<file path="src/ccfs_defines.svh">
// Constants for the core clock and fetch strobe block.
// Assumes inclusion by bare name from the package and the design module.
`ifndef CCFS_DEFINES_SVH
`define CCFS_DEFINES_SVH

// Number of phase slots in one machine cycle
`define CCFS_PHASES 3'h6
// Last phase slot index
`define CCFS_PHASE_LAST 3'h5
// Address latch strobe slots
`define CCFS_ALE_SLOT_A 3'h0
`define CCFS_ALE_SLOT_B 3'h3
// Program read strobe slots
`define CCFS_READ_SLOT_A 3'h1
`define CCFS_READ_SLOT_B 3'h4
// Top of internal program memory, small and large variant
`define CCFS_ROM_TOP_SMALL 16'h3fff
`define CCFS_ROM_TOP_LARGE 16'h7fff
// Fetch start address with external fetch forced
`define CCFS_RESET_PC 16'h0000
// Reset values
`define CCFS_RST_MODE 1'h0
`define CCFS_RST_PIN 1'h1
// Cycles of synchroniser delay before the strap is valid
`define CCFS_STRAP_WAIT 2'h2

`endif

</file>
<file path="src/ccfs_pkg.sv">
// Types for the core clock and fetch strobe block.
// Assumes the defines header sits in the same folder.
`include "ccfs_defines.svh"

package ccfs_pkg;

    // Clock mode of the core
    typedef enum logic
    {
        CCFS_STANDARD_CLOCK_MODE,
        CCFS_DOUBLE_SPEED_MODE
    } ccfs_mode_t;

    // Strobes to the external program memory and latch
    typedef struct packed
    {
        logic address_latch_strobe;
        logic program_read_strobe_b;
    } ccfs_strobes_t;

    // Timing handed to the core
    typedef struct packed
    {
        logic phase_tick;
        logic cycle_start;
        logic [2:0] phase;
    } ccfs_timing_t;

endpackage

</file>
<file path="src/ccfs_top.sv">
// Core clock generator and external program memory strobes.
// Assumes a core on clk_sys that reports its program counter, idle state
// and external data accesses; crystal and fetch pins come from outside.
//
// Notes on behaviour
// Latch strobe at osc/6, or osc/3 doubled.
// Skip one latch strobe per data access.
// Latch disable bit mutes strobe on internal fetch.
// Program read strobe twice per machine cycle externally.
// Skip two read strobes per data access.
// No read strobe on internal fetches.
// Fetch select low forces external fetch from zero.
// Fetch select high: external only above memory top.
// Security level one latches fetch select at reset.
// Double speed: six oscillator periods per machine cycle.
// Standard mode divides crystal by two; double bypasses.
// Software bit switches divider at run time.
// Mode bit sampled on divided clock rising edge.
// Idle holds both strobes high.
// Mode bit resets to standard clocking.
`timescale 1ns/1ps
`include "ccfs_defines.svh"

module ccfs_top #(
    parameter logic [15:0] ROM_TOP = `CCFS_ROM_TOP_LARGE
) (
    // Clock, reset and enable
    input wire logic clk_sys,
    input wire logic rst_b,
    input wire logic clk_en,
    // Pins from outside
    input wire logic crystal_input,
    input wire logic external_fetch_select_b,
    // Control from the core and its registers
    input wire logic double_speed_mode,
    input wire logic latch_disable,
    input wire logic security_level1,
    input wire logic idle_mode,
    input wire logic xdata_access,
    input wire logic [15:0] program_counter,
    // Strobes to the external memory
    output ccfs_pkg::ccfs_strobes_t strobes,
    // Timing and status to the core
    output ccfs_pkg::ccfs_timing_t timing,
    output ccfs_pkg::ccfs_mode_t mode,
    output logic fetch_external
);
    import ccfs_pkg::*;

    // Crystal synchroniser stages
    logic xtal_s1_q;
    logic xtal_s2_q;
    // Previous synchronised crystal level
    logic xtal_prev_q;
    // Fetch select synchroniser stages
    logic fsel_s1_q;
    logic fsel_s2_q;
    // Divide-by-two stage
    logic div_q;
    // Sampled clock mode
    ccfs_mode_t mode_q;
    // Phase slot within the machine cycle
    logic [2:0] phase_q;
    logic [2:0] phase_d;
    // Data access flag held for the current machine cycle
    logic xdata_q;
    // Strap capture
    logic [1:0] strap_cnt_q;
    logic strap_done_q;
    logic fsel_latched_q;
    // Strobe registers
    logic ale_q;
    logic rd_b_q;
    logic ale_d;
    logic rd_b_d;
    // Timing registers
    logic tick_q;
    logic start_q;
    // Fetch source register
    logic fetch_ext_q;
    logic fetch_ext_d;
    // Combinational events
    logic osc_tick;
    logic div_rise;
    logic phase_tick;
    logic fsel_eff;

    // Two flip-flops on the crystal pin, then an edge memory
    always_ff @(posedge clk_sys)
    begin
        if (!rst_b)
        begin
            xtal_s1_q <= 1'h0;
            xtal_s2_q <= 1'h0;
            xtal_prev_q <= 1'h0;
        end
        else if (clk_en)
        begin
            xtal_s1_q <= crystal_input;
            xtal_s2_q <= xtal_s1_q;
            xtal_prev_q <= xtal_s2_q;
        end
    end

    // One oscillator period per crystal rising edge
    assign osc_tick = xtal_s2_q & ~xtal_prev_q;
    // Divided clock goes high on this oscillator period
    assign div_rise = osc_tick & ~div_q;

    // Divide-by-two stage runs in both modes
    always_ff @(posedge clk_sys)
    begin
        if (!rst_b)
        begin
            div_q <= 1'h0;
        end
        else if (clk_en && osc_tick)
        begin
            div_q <= ~div_q;
        end
    end

    // Mode bit taken only on the divided rising edge, so no glitch
    always_ff @(posedge clk_sys)
    begin
        if (!rst_b)
        begin
            mode_q <= ccfs_mode_t'(`CCFS_RST_MODE);
        end
        else if (clk_en && div_rise)
        begin
            // Software switches the divider at run time
            mode_q <= double_speed_mode ? CCFS_DOUBLE_SPEED_MODE
                                        : CCFS_STANDARD_CLOCK_MODE;
        end
    end

    // Phase clock: every second oscillator period, or every one doubled
    always_comb
    begin
        if (mode_q == CCFS_DOUBLE_SPEED_MODE)
        begin
            phase_tick = osc_tick;
        end
        else
        begin
            phase_tick = div_rise;
        end
    end

    // Six phase slots make one machine cycle
    always_comb
    begin
        if (phase_q == `CCFS_PHASE_LAST)
        begin
            phase_d = 3'h0;
        end
        else
        begin
            phase_d = phase_q + 3'h1;
        end
    end

    // Phase slot counter
    always_ff @(posedge clk_sys)
    begin
        if (!rst_b)
        begin
            phase_q <= `CCFS_PHASE_LAST;
        end
        else if (clk_en && phase_tick)
        begin
            phase_q <= phase_d;
        end
    end

    // Data access flag latched at the start of each machine cycle
    always_ff @(posedge clk_sys)
    begin
        if (!rst_b)
        begin
            xdata_q <= 1'h0;
        end
        else if (clk_en && phase_tick && phase_d == 3'h0)
        begin
            xdata_q <= xdata_access;
        end
    end

    // Two flip-flops on the fetch select pin
    always_ff @(posedge clk_sys)
    begin
        if (!rst_b)
        begin
            fsel_s1_q <= `CCFS_RST_PIN;
            fsel_s2_q <= `CCFS_RST_PIN;
        end
        else if (clk_en)
        begin
            fsel_s1_q <= external_fetch_select_b;
            fsel_s2_q <= fsel_s1_q;
        end
    end

    // Strap capture once the synchroniser holds the pin, after release
    always_ff @(posedge clk_sys)
    begin
        if (!rst_b)
        begin
            strap_cnt_q <= 2'h0;
            strap_done_q <= 1'h0;
            fsel_latched_q <= `CCFS_RST_PIN;
        end
        else if (clk_en && !strap_done_q)
        begin
            if (strap_cnt_q == `CCFS_STRAP_WAIT)
            begin
                // Held for good until the next reset
                fsel_latched_q <= fsel_s2_q;
                strap_done_q <= 1'h1;
            end
            else
            begin
                strap_cnt_q <= strap_cnt_q + 2'h1;
            end
        end
    end

    // Secured parts ignore later pin changes
    always_comb
    begin
        if (security_level1)
        begin
            fsel_eff = fsel_latched_q;
        end
        else
        begin
            fsel_eff = fsel_s2_q;
        end
    end

    // Fetch source from pin and program counter
    always_comb
    begin
        if (!fsel_eff)
        begin
            // Pin low: all code external, starting at zero
            fetch_ext_d = 1'h1;
        end
        else
        begin
            // Pin high: external only above the internal top
            fetch_ext_d = (program_counter > ROM_TOP);
        end
    end

    // Fetch source register
    always_ff @(posedge clk_sys)
    begin
        if (!rst_b)
        begin
            fetch_ext_q <= 1'h0;
        end
        else if (clk_en)
        begin
            fetch_ext_q <= fetch_ext_d;
        end
    end

    // Strobe levels for the coming phase slot
    always_comb
    begin
        ale_d = 1'h0;
        rd_b_d = 1'h1;
        if (idle_mode)
        begin
            // Both strobes parked high in idle
            ale_d = 1'h1;
            rd_b_d = 1'h1;
        end
        else
        begin
            // Latch strobe twice per machine cycle
            if (phase_d == `CCFS_ALE_SLOT_A || phase_d == `CCFS_ALE_SLOT_B)
            begin
                ale_d = 1'h1;
            end
            // First strobe of a data access cycle is dropped
            // Slot 0 opens the new cycle, so its flag is the one being latched now
            if (phase_d == `CCFS_ALE_SLOT_A && xdata_access)
            begin
                ale_d = 1'h0;
            end
            // Optional mute while fetching internally
            if (latch_disable && !fetch_ext_q)
            begin
                ale_d = 1'h0;
            end
            // Read strobe twice per cycle, only for external fetch
            if (fetch_ext_q && !xdata_q &&
                (phase_d == `CCFS_READ_SLOT_A || phase_d == `CCFS_READ_SLOT_B))
            begin
                rd_b_d = 1'h0;
            end
        end
    end

    // Strobe registers move on each phase slot; idle acts at once
    always_ff @(posedge clk_sys)
    begin
        if (!rst_b)
        begin
            ale_q <= 1'h0;
            rd_b_q <= 1'h1;
        end
        else if (clk_en && (phase_tick || idle_mode))
        begin
            ale_q <= ale_d;
            rd_b_q <= rd_b_d;
        end
    end

    // Timing pulses to the core, one cycle each
    always_ff @(posedge clk_sys)
    begin
        if (!rst_b)
        begin
            tick_q <= 1'h0;
            start_q <= 1'h0;
        end
        else if (clk_en)
        begin
            tick_q <= phase_tick;
            start_q <= phase_tick && (phase_d == 3'h0);
        end
    end

    // Outputs
    assign strobes.address_latch_strobe = ale_q;
    assign strobes.program_read_strobe_b = rd_b_q;
    assign timing.phase_tick = tick_q;
    assign timing.cycle_start = start_q;
    assign timing.phase = phase_q;
    assign mode = mode_q;
    assign fetch_external = fetch_ext_q;

endmodule

</file>
<file path="config.mk">
export PLATFORM = sky130hd
export DESIGN_NAME = ccfs_top
export DESIGN_NICKNAME = d
export VERILOG_FILES = /design/src/ccfs_pkg.sv /design/src/ccfs_top.sv
export VERILOG_INCLUDE_DIRS = /design/src
export SDC_FILE = /design/constraint.sdc
export NUM_CORES = 1
export LEC_CHECK = 0
export ABC_AREA = 1
export BUFFER_PORTS_ARGS = -buffer_cell sky130_fd_sc_hd__buf_4
export CORE_UTILIZATION = 40
export DETAILED_ROUTE_END_ITERATION = 12
export PLACE_DENSITY = 0.68
export SLEW_MARGIN = 20
export SYNTH_ARGS = -nofsm -noshare
export SYNTH_HDL_FRONTEND = slang
export SYNTH_SLANG_ARGS = --single-unit
</file>
<file path="constraint.sdc">
create_clock -name clk_sys -period 1.5 [get_ports clk_sys]
set_clock_uncertainty 0.05 [all_clocks]
set_input_delay 0.15 -clock clk_sys [delete_from_list [all_inputs] [get_ports clk_sys]]
set_output_delay 0.15 -clock clk_sys [all_outputs]
set_load 0.01 [all_outputs]
</file>
==> impl_metrics.json, run 1 <==
{
  "critPathKind": "flip-flop to flip-flop",
  "vdd_drop_max_mv": 0.607,
  "vias": 768,
  "final-max-slew-violation-count": 0,
  "synth_seq_cells": 20,
  "synthFlopType": "dfxtp_1",
  "ioPinCount": 35,
  "cts.path.max_buffers": 2,
  "r2r_slack_ns": 0.29,
  "avgSynthCellArea_um2": 7.59,
  "r2r-start": "strap_cnt_q[0]$_SDFFE_PN0P_",
  "start_util_pct": 44.2,
  "syn-cell-area_um2": 903,
  "via_per_inst": 4.68,
  "status": "finished, final reports clean",
  "portBuffers": 19,
  "ys_seq_area_share_pct": 44.3,
  "syn-num-nets": 146,
  "synth_mux_area_share_pct": 0,
  "setup_ws_ns": 0.290,
  "final.setup.tns_ns": 0,
  "regMostFlops": "phase_q",
  "ys_warn_count": 0,
  "synthAdderAreaFrac_pct": 1.39,
  "crit_path_start_kind": "flip-flop",
  "htree_levels": 1,
  "drive_above_1_share_pct": 21.9,
  "cp-startpoint": "strap_cnt_q[0]$_SDFFE_PN0P_",
  "synth_xor_area_share_pct": 0.970,
  "post-route-min-period_ns": 1.21,
  "synth_compound_area_share_pct": 14.5,
  "drt_iter0_drc": 9,
  "maxSlewHeadroom_pct": 81.7,
  "synthTopCellsByCount": "nand2_1, dfxtp_1, inv_1, a21oi_1, nand3_1",
  "p_per_area_nw_per_um2": 1070,
  "cts_resized": 0,
  "grt_max_degree": 13,
  "worstPathArrival_ns": 1.40,
  "worstSkewPairLatency_ns": 0.30,
  "largest_reg_flops": 3,
  "dpl.hpwl_um": 1230,
  "yosys.area.top_type_share_pct": 44.3,
  "synth_top_family_by_area": "simple AND/OR/NAND/NOR gates",
  "top_regs": "phase_q: 3 flops, strap_cnt_q: 2 flops",
  "ys_async_sr_fraction_pct": 0,
  "antenna_found_initial": 0,
  "drc": 0,
  "fmax_mhz": 826,
  "clkTransAtPathRegs_ns": 0.12,
  "period_share_pct": 80.7,
  "crit_fanout": 4,
  "end_kind": "flip-flop",
  "synth_cell_type_count": 23,
  "row_count": 16,
  "synth_edf_count": 0,
  "root_buffer": "clkbuf_4",
  "clock_sink_count": 20,
  "die_h_um": 49.5,
  "setup_violations": 0,
  "final_nets": 165,
  "synthSimpleGateAreaFrac_pct": 26.2,
  "leakagePower_nw": 0.518,
  "worstMarginPinSlew_ns": 0.273,
  "area_growth_pct": 21.3,
  "grt_setup_unrepaired": "no",
  "finalWeightedCongestion": 0.787,
  "yosys-top-cells-area": "dfxtp_1, nand2_1, a21oi_1, inv_1, nand3_1",
  "post-place-ws_ns": 0.310,
  "grt_pass1_vias": 670,
  "hold_start": "crystal_input",
  "num_antenna_cells": 0,
  "die_w_um": 49.5,
  "netlist.top_cell.by_area": "dfxtp_1",
  "hold_viol_final": 0,
  "drtAntennaViolNets": 0,
  "place_inst": 159,
  "cap_violations": 0,
  "final_util_pct": 53.7,
  "netlist_instances": 119,
  "yosysMostFrequentCell": "nand2_1",
  "tritoncts": "done",
  "grt_use_total_pct": 15.1,
  "die_area_um2": 2450,
  "hold_path_class": "primary input to flip-flop",
  "final_cells": 164,
  "drt_wl_total_um": 1650,
  "grt_pass1_wl_um": 2840,
  "cts_buffers": 3,
  "core-area_um2": 2040,
  "grt_remaining_overflow": 0,
  "post_drt_wl_per_cell_um": 10.0,
  "drtPass1Iterations": 3,
  "cp_data_required_time_ns": 1.69
}
==> cells in the final DEF, fill, tap and decap left out, types with 3 or more instances in the layout <==
| master | count |
|---|---|
| nand2_1 | 25 |
| dfxtp_1 | 20 |
| buf_4 | 19 |
| inv_1 | 16 |
| a21oi_1 | 14 |
| nand3_1 | 9 |
| nor2_1 | 8 |
| o21ai_0 | 8 |
| clkbuf_4 | 3 |
==> area by class of cell <==
type / count / area (µm²)
Fill cell: 203 / 946
Sequential cell: 20 / 400
Multi-Input combinational cell: 75 / 389
Timing Repair Buffer: 20 / 153
Inverter: 18 / 67.6
Tap cell: 27 / 33.8
Clock inverter: 1 / 30.0
Clock buffer: 3 / 22.5
==> per-stage QoR <==
step | power [mW] | area (µm²) | hold WS [ns]
floorplan | 0.697 | 903 | 0.226
global placement | 0.741 | 1030 | 0.314
detailed placement | 0.747 | 1030 | 0.314
CTS | 1.19 | 1100 | 0.0120
global route | 1.24 | 1100 | 0.0139
finish | 1.18 | 1100 | 0.0214
==> cells by family after synthesis <==
logic type / after synthesis
xor gates and xnor gates: 1
buffers and inverters: 24
AOI/OAI and AO/OA: 25
adders and majority gates: 1
DFF: 20
and+or+nand+nor: 48
==> layer usage <==
metal	track usage (%)	share of wire, %	routed length [µm]	vias to the layer above
met5	0	0	0	-
met3	3.09	4.2	69	4
li1	-	-	-	411
met4	7.14	1.8	29	0
met1	18.6	50	828	337
met2	25.0	44	721	16
==> worst paths after layout <==
kind,end,depth (start not counted)
max,strap_cnt_q[1]$_SDFFE_PN0P_,5
min,xtal_s1_q$_SDFFE_PN0P_,3
max reg2reg,strap_cnt_q[1]$_SDFFE_PN0P_,5
min reg2reg,tick_q$_SDFFE_PN0P_,2
==> power breakdown <==
part	internal, mW	switching (mW)
Combinational	0.0723	0.0828
Sequential	0.562	0.0186
Clock	0.270	0.170
Total	0.904	0.272
==> repair_timing <==
| action | 4_1_cts | 5_1_grt |
|---|---|---|
| buffers inserted | 0 | 0 |
| hold buffers | 1 | 0 |
| hold endpoints to repair | 1 | 0 |
==> critical path, cell delays in order (launching register included) <==
cell	delay [ns]
dfxtp_1	0.33
inv_1	0.06
ha_1	0.22
nand3b_4	0.17
or2_1	0.21
a21oi_1	0.11
(Power assumes the default switching activity.)
==> run 2, diff against run 1 <==
--- a/config.mk
+++ b/config.mk
@@ -10,7 +10,7 @@
 export BUFFER_PORTS_ARGS = -buffer_cell sky130_fd_sc_hd__buf_4
 export CORE_UTILIZATION = 40
 export DETAILED_ROUTE_END_ITERATION = 12
-export PLACE_DENSITY = 0.68
+export PLACE_DENSITY = 0.7
 export SLEW_MARGIN = 20
 export SYNTH_ARGS = -nofsm -noshare
 export SYNTH_HDL_FRONTEND = slang
==> constraint.sdc (replaced) <==
create_clock -name clk_sys -period 1.09 [get_ports clk_sys]
set_clock_uncertainty 0.05 [all_clocks]
set_input_delay 0.109 -clock clk_sys [delete_from_list [all_inputs] [get_ports clk_sys]]
set_output_delay 0.109 -clock clk_sys [all_outputs]
set_load 0.01 [all_outputs]
==> impl_metrics.json, run 2 (synthesized netlist as in run 1, its figures left out) <==
{
  "antenna_found_initial": 0,
  "hold_path_class": "primary input to flip-flop",
  "status": "finished, violations left",
  "largest_reg_flops": 3,
  "die_h_um": 49.5,
  "worstPathCellList": "inv_2, ha_4, nand3b_4, or2_1, a21oi_2",
  "drc": 0,
  "critPathMaxStageDelay_ns": 0.34,
  "setup_ws_ns": -0.0362,
  "grt_max_degree": 12,
  "drt_wl_total_um": 1800,
  "clkTransAtPathRegs_ns": 0.11,
  "final.setup.tns_ns": -0.0479,
  "critPathKind": "flip-flop to flip-flop",
  "setup_violations": 2,
  "final-max-slew-violation-count": 0,
  "p_int_mw": 1.11,
  "cts_setup_buffers": 0,
  "num_antenna_cells": 0,
  "clockPowerShare_pct": 28.4,
  "grt_use_total_pct": 15.3,
  "root_buffer": "clkbuf_4",
  "violations": "negative setup slack",
  "place_area_um2": 1090,
  "ioPinCount": 35,
  "cap_violations": 0,
  "critPathTopFamily": "simple AND/OR/NAND/NOR gates",
  "via_per_inst": 4.72,
  "seq_power_share_pct": 53.9,
  "cpMaxStageDelayCell": "dfxtp_2",
  "crit_fanout": 4,
  "leakagePower_nw": 0.552,
  "crit_buf_inv": 1,
  "worstPathArrival_ns": 1.32,
  "place_inst": 166,
  "worstMarginPinSlew_ns": 0.236,
  "final_common_cell": "buf_4",
  "p_sw_uw": 383,
  "drtPass1Iterations": 4,
  "grt_remaining_overflow": 0,
  "regMostFlops": "phase_q",
  "tritoncts": "done",
  "crit_path_start_kind": "flip-flop",
  "vdd_drop_max_mv": 0.784,
  "htree_levels": 1,
  "hold_viol_final": 0,
  "cts_buffers": 3,
  "cts.path.max_buffers": 2,
  "vias": 812,
  "area_growth_pct": 34.1,
  "post_drt_wl_per_cell_um": 10.5,
  "grt_setup_unrepaired": "yes",
  "drtAntennaViolNets": 0,
  "finalWeightedCongestion": 0.760,
  "clock_sink_count": 20,
  "comb_power_share_pct": 17.7,
  "drt_iter0_drc": 17,
  "fmax_mhz": 888,
  "worstSkewPairLatency_ns": 0.30,
  "end_kind": "flip-flop",
  "core-area_um2": 2040,
  "row_count": 16,
  "die_w_um": 49.5,
  "dpl.hpwl_um": 1270,
  "mostFrequentLayoutCells": "buf_4, nand2_1, inv_1, a21oi_1, dfxtp_1",
  "top_regs": "phase_q: 3 flops, strap_cnt_q: 2 flops",
  "swShare_pct": 25.6,
  "final_nets": 173,
  "nFillCells": 195,
  "die_area_um2": 2450,
  "multi_input_area_um2": 445,
  "maxSlewHeadroom_pct": 84.2,
  "cp_data_required_time_ns": 1.28,
  "p_per_area_nw_per_um2": 1230,
  "seqCellArea_um2": 413,
  "drive_above_1_share_pct": 38.6,
  "portBuffers": 19,
  "period_share_pct": 103,
  "fin_area_um2": 1210,
  "post-route-min-period_ns": 1.13,
  "start_util_pct": 44.2,
  "final_cells": 172,
  "grt_pass1_vias": 724,
  "grt_pass1_wl_um": 2890
}
run 2: stage by stage:
stage | utilization (%) | power (mW) | hold WS, ns | setup WS (ns)
floorplan | - | 0.959 | 0.185 | 0.0108
global placement | 53.3 | 1.04 | 0.275 | -0.00898
detailed placement | 53.3 | 1.05 | 0.280 | -0.0316
CTS | 56.3 | 1.49 | 0.0320 | -0.0562
global route | 59.3 | 1.60 | 0.0305 | -0.104
finish | 59.3 | 1.49 | 0.0277 | -0.0362
run 2: path summary, 6_finish.rpt:
check | startpoint | to | slack [ns] | cells past startpoint
worst max-delay path | strap_cnt_q[0]$_SDFFE_PN0P_ | strap_cnt_q[1]$_SDFFE_PN0P_ | -0.04 | 5
worst min-delay path | double_speed_mode | mode$_SDFFE_PN0P_ | 0.03 | 3
worst max register to register | strap_cnt_q[0]$_SDFFE_PN0P_ | strap_cnt_q[1]$_SDFFE_PN0P_ | -0.04 | 5
worst min register to register | xdata_q$_SDFFE_PN0P_ | xdata_q$_SDFFE_PN0P_ | 0.42 | 2
run 2: timing repair:
action	4_1_cts	5_1_grt
endpoints found under the setup margin	6	12
endpoints found under the hold margin	2	0
hold buffers	2	0
pin swaps	1	6
resized for setup	3	22
run 2: layout make-up:
type                            count  share of cell area, %
Clock buffer                        4                   3.00
Inverter                           18                   5.58
Timing Repair Buffer               28                   17.8
Multi-Input combinational cell     75                   36.8
Tap cell                           27                   2.79
Sequential cell                    20                   34.1
run 2: power groups by stage:
| stage | combinational [mW] | sequential (mW) | clock (mW) |
|---|---|---|---|
| floorplan | 0.144 | 0.816 | 0 |
| global placement | 0.227 | 0.815 | 0 |
| detailed placement | 0.234 | 0.816 | 0 |
| CTS | 0.243 | 0.801 | 0.447 |
| global route | 0.295 | 0.813 | 0.492 |
| finish | 0.265 | 0.806 | 0.424 |
run 2: tightest hold or removal path: stages:
cell and delay [ns]:
buf_4 0.08, o21ai_1 0.05, a21oi_1 0.10
run 2: layer usage:
metal | track usage (%) | wire (µm)
met5 | 0 | 0
met4 | 7.14 | 25
met3 | 2.78 | 61
met2 | 27.5 | 941
met1 | 17.2 | 769
